## config.mk

```make
export PLATFORM = sky130hd
export DESIGN_NAME = sync_serial_ctrl_data
export DESIGN_NICKNAME = d
export VERILOG_FILES = /design/src/verilog/sync_serial_pkg.sv /design/src/verilog/sync_serial_ctrl_data.sv
export SDC_FILE = /design/constraint.sdc
export NUM_CORES = 1
export LEC_CHECK = 0
export ABC_AREA = 1
export BUFFER_PORTS_ARGS = -buffer_cell sky130_fd_sc_hd__buf_4
export CAP_MARGIN = 20
export CORE_ASPECT_RATIO = 0.9
export CORE_MARGIN = 8
export CORE_UTILIZATION = 55
export CTS_BUF_LIST = sky130_fd_sc_hd__clkbuf_4 sky130_fd_sc_hd__clkbuf_8 sky130_fd_sc_hd__clkbuf_16
export CTS_CLUSTER_SIZE = 8
export DETAILED_ROUTE_END_ITERATION = 7
export PLACE_DENSITY = 0.79
export REMOVE_ABC_BUFFERS = 1
export SETUP_SLACK_MARGIN = 0.15
export SYNTH_ARGS = -nofsm -noshare
export SYNTH_HDL_FRONTEND = slang
export SYNTH_SLANG_ARGS = --single-unit
```

## constraint.sdc

```tcl
create_clock -name clk -period 3.1 [get_ports clk]
set_input_delay 0.155 -clock clk [delete_from_list [all_inputs] [get_ports clk]]
set_output_delay 0.155 -clock clk [all_outputs]
set_load 0.05 [all_outputs]
```

## src/verilog/sync_serial_pkg.sv

```systemverilog
// shared constants for the synchronous serial port control and data window
package sync_serial_pkg;
   // ------------------------------------------------------------
   // register byte offsets
   // ------------------------------------------------------------
   localparam logic [7:0] off_control_zero = 8'h00; // format, size, rate
   localparam logic [7:0] off_control_one = 8'h04; // serial_control_one
   localparam logic [7:0] off_data_window = 8'h08; // fifo_data_window
   localparam logic [7:0] off_status = 8'h0C; // fifo and busy flags
   // ------------------------------------------------------------
   // field positions
   // ------------------------------------------------------------
   localparam int bit_loopback = 0; // loopback_select
   localparam int bit_enable = 1; // port_enable_bit
   localparam int bit_role = 2; // role_select
   localparam int bit_sod = 3; // slave_output_disable
   localparam int ctl1_width = 4; // bits 31:4 reserved
   localparam int size_lsb = 0; // word_size_field 3:0
   localparam int fmt_lsb = 4; // frame_format_field 5:4
   localparam int rate_lsb = 8; // half period count 15:8
   // ------------------------------------------------------------
   // reset values and sizes
   // ------------------------------------------------------------
   localparam logic [15:0] ctl0_reset = 16'h0000;
   localparam logic [3:0] ctl1_reset = 4'h0;
   localparam int data_width = 16; // significant bits per access
   localparam int fifo_depth = 8;
   localparam int ptr_width = 3;
   localparam logic [3:0] size_min_code = 4'h3; // below this is reserved
   localparam logic [4:0] min_bits = 5'h04; // used for reserved size codes
   localparam logic [4:0] cmd_bits = 5'h08; // command byte of half duplex
   localparam logic [4:0] full_bits = 5'h10; // sixteen bit word
   // ------------------------------------------------------------
   // frame formats
   // ------------------------------------------------------------
   typedef enum logic [1:0] {
      fmt_select = 2'h0, // select held low for the whole frame
      fmt_sync_pulse = 2'h1, // one high pulse before the frame
      fmt_half_duplex = 2'h2, // command byte out, response in
      fmt_reserved = 2'h3
   } frame_fmt_t;
   // status bit positions
   localparam int st_tfe = 0;
   localparam int st_tnf = 1;
   localparam int st_rne = 2;
   localparam int st_rff = 3;
   localparam int st_bsy = 4;
endpackage : sync_serial_pkg

```

## src/verilog/sync_serial_ctrl_data.sv

```systemverilog
// synchronous serial port: control registers, data window, fifos and shifter
//
// The Wishbone register port was left to the implementer.
`timescale 1ns/1ps
module sync_serial_ctrl_data (
   input wire logic clk,
   input wire logic reset,
   input wire logic ce, // low freezes every flop
   // classic wishbone slave
   input wire logic wb_cyc_i,
   input wire logic wb_stb_i,
   input wire logic wb_we_i,
   input wire logic [7:0] wb_adr_i,
   input wire logic [3:0] wb_sel_i,
   input wire logic [31:0] wb_dat_i,
   output logic [31:0] wb_dat_o,
   output logic wb_ack_o,
   // serial pins
   input wire logic sclk_in, // peer clock in slave role
   input wire logic frame_in, // peer frame in slave role
   input wire logic serial_rx_pin,
   output logic sclk_out, // clock driven in master role
   output logic frame_out, // frame driven in master role
   output logic serial_tx_pin,
   output logic serial_tx_oe // high while the tx pin is driven
);
   // ------------------------------------------------------------
   // registers
   // ------------------------------------------------------------
   logic [15:0] control_zero; // rate, format, word size
   logic [3:0] serial_control_one; // disable, role, enable, loopback
   logic [15:0] tx_mem [sync_serial_pkg::fifo_depth]; // transmit fifo
   logic [15:0] rx_mem [sync_serial_pkg::fifo_depth]; // receive fifo
   logic [3:0] tx_wr, tx_rd, rx_wr, rx_rd; // pointers with wrap bit
   logic tx_empty, tx_full, rx_empty, rx_full;
   logic st_idle_q; // engine idle, also read back by the status register
   logic bus_req, wr_data, rd_data, tx_pop, rx_push;
   logic [15:0] rx_word; // word finished by the shifter
   logic role, enable, loop_on, slave_output_disable;
   logic [1:0] fmt;
   logic [4:0] word_bits, frame_bits, tx_shift_amt;
   logic [15:0] word_mask;

   assign role = serial_control_one[sync_serial_pkg::bit_role];
   assign enable = serial_control_one[sync_serial_pkg::bit_enable];
   assign loop_on = serial_control_one[sync_serial_pkg::bit_loopback];
   assign slave_output_disable = serial_control_one[sync_serial_pkg::bit_sod];
   assign fmt = control_zero[sync_serial_pkg::fmt_lsb +: 2];
   // reserved size codes fall back to the shortest legal word
   assign word_bits = (control_zero[sync_serial_pkg::size_lsb +: 4] < sync_serial_pkg::size_min_code)
      ? sync_serial_pkg::min_bits
      : {1'b0, control_zero[sync_serial_pkg::size_lsb +: 4]} + 5'h01;
   // half duplex frames carry the command byte then the response word
   assign frame_bits = (fmt == sync_serial_pkg::fmt_half_duplex)
      ? sync_serial_pkg::cmd_bits + word_bits : word_bits;
   assign tx_shift_amt = (fmt == sync_serial_pkg::fmt_half_duplex)
      ? sync_serial_pkg::full_bits - sync_serial_pkg::cmd_bits
      : sync_serial_pkg::full_bits - word_bits;
   assign word_mask = 16'hFFFF >> (sync_serial_pkg::full_bits - word_bits);

   assign tx_empty = (tx_wr == tx_rd);
   assign tx_full = (tx_wr[2:0] == tx_rd[2:0]) && (tx_wr[3] != tx_rd[3]);
   assign rx_empty = (rx_wr == rx_rd);
   assign rx_full = (rx_wr[2:0] == rx_rd[2:0]) && (rx_wr[3] != rx_rd[3]);
   assign bus_req = wb_cyc_i && wb_stb_i && !wb_ack_o;
   assign wr_data = bus_req && wb_we_i && (wb_adr_i == sync_serial_pkg::off_data_window);
   assign rd_data = bus_req && !wb_we_i && (wb_adr_i == sync_serial_pkg::off_data_window);

   // ------------------------------------------------------------
   // wishbone slave
   // ------------------------------------------------------------
   // ack comes one cycle after the request and drops the next cycle
   always_ff @(posedge clk) begin
      if (reset) begin
         wb_ack_o <= 1'b0;
      end else if (ce) begin
         wb_ack_o <= bus_req;
      end
   end

   // control writes; lane 0 and 1 enables are honoured
   always_ff @(posedge clk) begin
      if (reset) begin
         control_zero <= sync_serial_pkg::ctl0_reset;
         serial_control_one <= sync_serial_pkg::ctl1_reset;
      end else if (ce && bus_req && wb_we_i) begin
         if (wb_adr_i == sync_serial_pkg::off_control_zero) begin
            if (wb_sel_i[0]) begin
               control_zero[7:0] <= wb_dat_i[7:0];
            end
            if (wb_sel_i[1]) begin
               control_zero[15:8] <= wb_dat_i[15:8];
            end
         end else if (wb_adr_i == sync_serial_pkg::off_control_one && wb_sel_i[0]) begin
            // reserved upper bits are not stored and read as zero
            serial_control_one <= wb_dat_i[sync_serial_pkg::ctl1_width-1:0];
         end
      end
   end

   // read data is registered alongside ack; unmapped offsets read zero
   always_ff @(posedge clk) begin
      if (reset) begin
         wb_dat_o <= 32'h0000_0000;
      end else if (ce && bus_req && !wb_we_i) begin
         unique case (wb_adr_i)
            sync_serial_pkg::off_control_zero: wb_dat_o <= {16'h0000, control_zero};
            sync_serial_pkg::off_control_one: wb_dat_o <= {28'h0000000, serial_control_one};
            // upper half is zero; empty fifo reads the stale slot
            sync_serial_pkg::off_data_window: wb_dat_o <= {16'h0000, rx_mem[rx_rd[2:0]]};
            sync_serial_pkg::off_status: wb_dat_o <= {27'h0000000,
               !st_idle_q || !tx_empty, rx_full, !rx_empty, !tx_full, tx_empty};
            default: wb_dat_o <= 32'h0000_0000;
         endcase
      end
   end

   // ------------------------------------------------------------
   // fifos
   // ------------------------------------------------------------
   // no flush path from the enable bit: preloading stays legal
   always_ff @(posedge clk) begin
      if (reset) begin
         tx_wr <= 4'h0;
         tx_rd <= 4'h0;
      end else if (ce) begin
         if (wr_data && !tx_full) begin
            tx_mem[tx_wr[2:0]] <= wb_dat_i[15:0];
            tx_wr <= tx_wr + 4'h1;
         end
         if (tx_pop) begin
            tx_rd <= tx_rd + 4'h1;
         end
      end
   end

   // a push into a full receive fifo is dropped (overrun)
   always_ff @(posedge clk) begin
      if (reset) begin
         rx_wr <= 4'h0;
         rx_rd <= 4'h0;
      end else if (ce) begin
         if (rx_push && !rx_full) begin
            rx_mem[rx_wr[2:0]] <= rx_word;
            rx_wr <= rx_wr + 4'h1;
         end
         if (rd_data && !rx_empty) begin
            rx_rd <= rx_rd + 4'h1;
         end
      end
   end

   // ------------------------------------------------------------
   // pin synchronisers
   // ------------------------------------------------------------
   logic [2:0] pin_meta, pin_sync, pin_last; // {sclk, frame, rx}
   always_ff @(posedge clk) begin
      if (reset) begin
         // frame pin idles high: start there so reset shows no false edge
         pin_meta <= 3'h2;
         pin_sync <= 3'h2;
         pin_last <= 3'h2;
      end else if (ce) begin
         pin_meta <= {sclk_in, frame_in, serial_rx_pin};
         pin_sync <= pin_meta;
         pin_last <= pin_sync;
      end
   end

   // ------------------------------------------------------------
   // shift engine
   // ------------------------------------------------------------
   typedef enum logic [2:0] {
      st_idle = 3'b001, // waiting for data or a peer frame
      st_sync = 3'b010, // frame pulse before the first bit
      st_shift = 3'b100 // bits moving
   } shift_state_t;
   shift_state_t state;
   logic [7:0] half_cnt; // master half period counter
   logic [4:0] bit_cnt;
   logic [15:0] tx_shift, rx_shift;
   logic m_rise, m_fall, rise, fall, rx_bit, slave_start, master_start, half_done;

   assign st_idle_q = (state == st_idle);
   assign half_done = (half_cnt == control_zero[sync_serial_pkg::rate_lsb +: 8]);
   assign m_rise = half_done && !sclk_out && (state == st_shift);
   assign m_fall = half_done && sclk_out && (state == st_shift);
   assign rise = role ? (pin_sync[2] && !pin_last[2]) : m_rise;
   assign fall = role ? (!pin_sync[2] && pin_last[2]) : m_fall;
   // loopback takes the shifter output before the pin and its enable
   assign rx_bit = loop_on ? tx_shift[15] : pin_sync[0];
   // start only while enabled; the reserved format never starts
   assign master_start = enable && !role && !tx_empty && fmt != sync_serial_pkg::fmt_reserved;
   assign slave_start = enable && role && fmt != sync_serial_pkg::fmt_reserved
      && ((fmt == sync_serial_pkg::fmt_sync_pulse)
         ? (pin_sync[1] && !pin_last[1]) : (!pin_sync[1] && pin_last[1]));
   assign tx_pop = st_idle_q && (master_start || (slave_start && !tx_empty));
   assign rx_word = rx_shift & word_mask;

   // frame sequencing; dropping enable aborts the frame in flight
   always_ff @(posedge clk) begin
      if (reset) begin
         state <= st_idle;
         bit_cnt <= 5'h00;
         rx_push <= 1'b0;
      end else if (ce) begin
         rx_push <= 1'b0;
         unique case (state)
            st_idle: begin
               bit_cnt <= 5'h00;
               if (master_start) begin
                  state <= (fmt == sync_serial_pkg::fmt_sync_pulse) ? st_sync : st_shift;
               end else if (slave_start) begin
                  state <= st_shift;
               end
            end
            st_sync: begin
               if (!enable) begin
                  state <= st_idle;
               end else if (half_done) begin
                  state <= st_shift;
               end
            end
            st_shift: begin
               if (!enable) begin
                  state <= st_idle;
               end else if (rise) begin
                  bit_cnt <= bit_cnt + 5'h01;
                  if (bit_cnt == frame_bits - 5'h01) begin
                     rx_push <= 1'b1;
                     state <= st_idle;
                  end
               end
            end
            default: state <= st_idle;
         endcase
      end
   end

   // shifters: tx moves on falling edges, rx samples on rising edges
   always_ff @(posedge clk) begin
      if (reset) begin
         tx_shift <= 16'h0000;
         rx_shift <= 16'h0000;
      end else if (ce) begin
         if (tx_pop) begin
            // align the word so its top significant bit leaves first
            tx_shift <= tx_mem[tx_rd[2:0]] << tx_shift_amt;
         end else if (st_idle_q && slave_start) begin
            tx_shift <= 16'h0000; // nothing queued: send zeros
         end else if (state == st_shift && fall) begin
            tx_shift <= {tx_shift[14:0], 1'b0};
         end
         if (state == st_shift && rise) begin
            rx_shift <= {rx_shift[14:0], rx_bit};
         end
      end
   end

   // master clock divider, runs only while a frame is active
   always_ff @(posedge clk) begin
      if (reset) begin
         half_cnt <= 8'h00;
         sclk_out <= 1'b0;
      end else if (ce) begin
         if (role || st_idle_q) begin
            half_cnt <= 8'h00;
            sclk_out <= 1'b0;
         end else if (half_done) begin
            half_cnt <= 8'h00;
            if (state == st_shift) begin
               sclk_out <= !sclk_out;
            end
         end else begin
            half_cnt <= half_cnt + 8'h01;
         end
      end
   end

   // frame and tx pin drivers; every output stays registered
   always_ff @(posedge clk) begin
      if (reset) begin
         frame_out <= 1'b1;
         serial_tx_pin <= 1'b0;
         serial_tx_oe <= 1'b0;
      end else if (ce) begin
         if (fmt == sync_serial_pkg::fmt_sync_pulse) begin
            frame_out <= !role && (state == st_sync || (st_idle_q && master_start));
         end else begin
            frame_out <= role || !((state != st_idle) || master_start);
         end
         serial_tx_pin <= (state == st_shift) ? tx_shift[15] : 1'b0;
         // master drives while enabled; slave only without output disable
         serial_tx_oe <= enable && (!role || !slave_output_disable);
      end
   end

endmodule : sync_serial_ctrl_data

```

==> metrics.md <==
| Metric | Value |
|---|---|
| Status | finished clean |
| Worst path top cell family by delay | simple AND/OR/NAND/NOR gates |
| Yosys warnings | 0 |
| Post-synth cell types | 47 |
| Worst Path Arrival | 3260 ps |
| Total global routing overflow | 0 |
| Deepest clock path buffer count | 3 |
| Cells on worst reg2reg path | 14 |
| WP data required | 3570 ps |
| Delay of the slowest critical-path stage | 430 ps |
| CTS tree | done |
| Slew margin rel. | 0.459 |
| Max-cap viol count | 0 |
| Largest cells by area after synthesis | edfxtp_1, dfxtp_1, nand2_1 |
| Skew final | slightly above 10 ps |
| Cell Area, Synth | 17000 um^2 |
| Total I/O pin count | 90 |
| Final hold vios | 0 |
| Design Area, Final | 19800 um^2 |
| Routed met3 length | roughly 3300 um |
| Reg2reg start | control_zero[1] |
| Dpl cell area | approximately 18000 um^2 |
| Worst-path cell chain | ha_1, nor2_4, nand2_4, nand2_4, ha_1, inv_1, ha_1, nor2_1, buf_4, nand3_1, nand3_1, nand3_1, nand2_1, inv_1 |
| Leakage Power | 0.00811 uW |
| Worst VDD drop | 0.711 mV |
| Final ANT Viol Nets | 0 |
| CTS root buffer | clkbuf_16 |
| Clock-pin slew on the worst setup and hold paths | 50 ps |
| Reg-to-reg endpoint | tx_shift[15] |
| Tightest Pin Transition | between 800 and 900 ps |
| Max H-tree Level | 2 |
| Largest net degree at the start of global routing | approximately 70 |
| Drt via density | about 5.6 |
| Pre-antenna DRT Iters | 6 |
| R2R setup slack | ~310 ps |
| P&R area growth vs syn | 16.6% |
| Core Footprint | 30700 um^2 |
| CP Capture Type | flip-flop |
| WL final | around 43000 um |
| Ys flop type | edfxtp_1 |
| Area leader, netlist | edfxtp_1 |
| Ys async rst share | 0 |
| TritonCTS Sinks | 376 |
| HP Class | in -> reg |
| FF+latch count, synth | 376 |
| DR iter-0 viols | 1378 |
| Syn avg cell area | 9.18 um^2 |
| Met2 WL | 21200 um |
| Worst-Skew Late Latency | 570 ps |
| Total track usage | 0.227 |
| Vias in the first global route | 13067 |
| RSZ-0062 raised after global routing | no |
| Count leader, synth | nand2_1 |
| Diode count | 0 |
| Setup crit start kind | flip-flop |
| Worst hold stages | 4 |
| Combined area of the multi-input logic cells | 5780 um^2 |
| Fillers | 2314 |
| Flip-flop and latch area | 10100 um^2 |
| Layout cell share with drive strength beyond 1 | 0.131 |
| Detail Placement HPWL | around 26000 um |
| Slowest-stage cell, CP | dfxtp_1 |
| Final #Nets | 2012 |
| Chip width | 201 um |
| Top sig layer | met4 |
| Per-cell routed wire length | 18.0 um |
| # setup viols final | 0 |
| Synth Instances | ~1900 |
| Fmax | 0.359 GHz |
| Initial Util | 0.554 |
| Port bufs | 55 |
| Drc violations | 0 |
| Post-CTS Setup Bufs | 0 |
| Die ar. | roughly 37000 um^2 |
| Post-synth EDFFs | 256 |
| Min Tclk post-route | 2790 ps |
| Total power | around 12000 uW |
| HP Start | wb_adr_i[2] |
| Sequential fraction of the synthesis area | 0.594 |
| GPL Wtd Cong | 0.905 |
| Post-synth top area share | 0.453 |
| Critical path fanouts, max | 13 |
| Post-synth top cells | nand2_1, edfxtp_1, nor2_1 |
| Critical setup path kind | reg -> reg |
| Vias post-DR | 13495 |
| Final Max Slew Viols | 0 |
| WL met1 | between 15000 and 20000 um |
| Initial antenna violation count | 0 |
| Die Height | 183 um |
| First-pass GRT wire length | between 60000 and 70000 um |
| CTS Buf Count | 52 |
| Tcrit/Tclk final | 0.899 |
| Number of placement rows | 61 |
| Power Density | 586 nW/um^2 |
| WP buf/inv | 3 |
-- through the flow --
stage               setup slack, ps  hold slack (ps)  utilization  cells  setup TNS, ps
floorplan                      -361              224            -   1765          -7520
global placement                362              369        0.584   2279              0
detailed placement              265              392        0.584   2279              0
CTS                             230             97.9        0.645   2395              0
global route                    166              129        0.646   2395              0
finish                          312              104        0.646   2395              0
-- power by group --
group	switching [uW]	internal [uW]
logic	403	184
registers	50.5	5390
clock network	2060	3520
-- cells in the final DEF, fill, tap and decap left out, types with 12 or more instances in the layout --
cell           synthesis  layout
dfxtp_1              120     119
o21ai_0              159     159
nand3_1              180     180
clkbuf_16              0      53
buf_4                 17     104
inv_2                 17      19
nor3_1                22      13
nand2_1              355     355
dlygate4sd3_1          0      23
conb_1                 1      16
clkbuf_4               0      38
edfxtp_1             256     256
ha_1                  12      12
nor2_1               221     221
o221ai_1              27      27
a21oi_1              102     102
inv_1                178     176
-- cells by family after synthesis --
group	count (synthesis)	synth area share
DFF	376	0.594
buffers and inverters	297	0.0719
adders and majority gates	12	0.00884
xor gates and xnor gates	20	0.0103
and+or+nand+nor	832	0.214
other	1	0.000221
AOI/OAI and AO/OA	312	0.101
-- state kept, by name, summed over array words and instances (netlist names), named ones only --
name,cells
pin_last,2
rx_mem,128
serial_control_one,4
serial_tx_oe,1
half_cnt,8
state,3
rx_rd,4
serial_tx_pin,1
pin_sync,3
rx_wr,4
tx_mem,128
tx_rd,4
frame_out,1
wb_dat_o,16
rx_push,1
tx_wr,4
wb_ack_o,1
rx_shift,16
tx_shift,16
pin_meta,3
sclk_out,1
control_zero,16
bit_cnt,5
-- tightest hold or removal path: cells and delay by family --
kind	cells	cell delay [ps]
and+or+nand+nor	2	240
buffers and inverters	1	120
AOI/OAI and AO/OA	1	100
-- how the worst max path moves through the flow --
stage | startpoint | endpoint | slack [ps] | depth (start not counted)
2_1_floorplan | reset | rx_mem[6][0] | -360 | 3
3_3_place_gp | control_zero[0] | rx_mem[6][1] | 360 | 11
3_5_place_dp | control_zero[0] | rx_mem[7][1] | 260 | 11
4_1_cts | control_zero[0] | rx_mem[0][1] | 230 | 11
5_1_grt | control_zero[1] | tx_shift[14] | 170 | 14
6_report | control_zero[1] | tx_shift[15] | 310 | 14
-- layout make-up --
cell class | instances | area share
Inverter | 197 | 0.0375
Clock inverter | 2 | 0.00202
Tap cell | 409 | 0.0258
Multi-Input combinational cell | 1192 | 0.292
Clock buffer | 91 | 0.0814
Sequential cell | 376 | 0.509
Timing Repair Buffer | 128 | 0.0520
-- what timing repair did --
action,4_1_cts,5_1_grt
endpoints found under the setup margin,0,19
hold buffers,23,0
resized for setup,0,2
endpoints found under the hold margin,155,0
-- layer usage --
metal,up-vias,track usage
met1,6308,0.276
li1,6408,-
met5,-,0
met4,0,0.104
met2,645,0.397
met3,134,0.0333
Power figures use the tool's default switching activity.
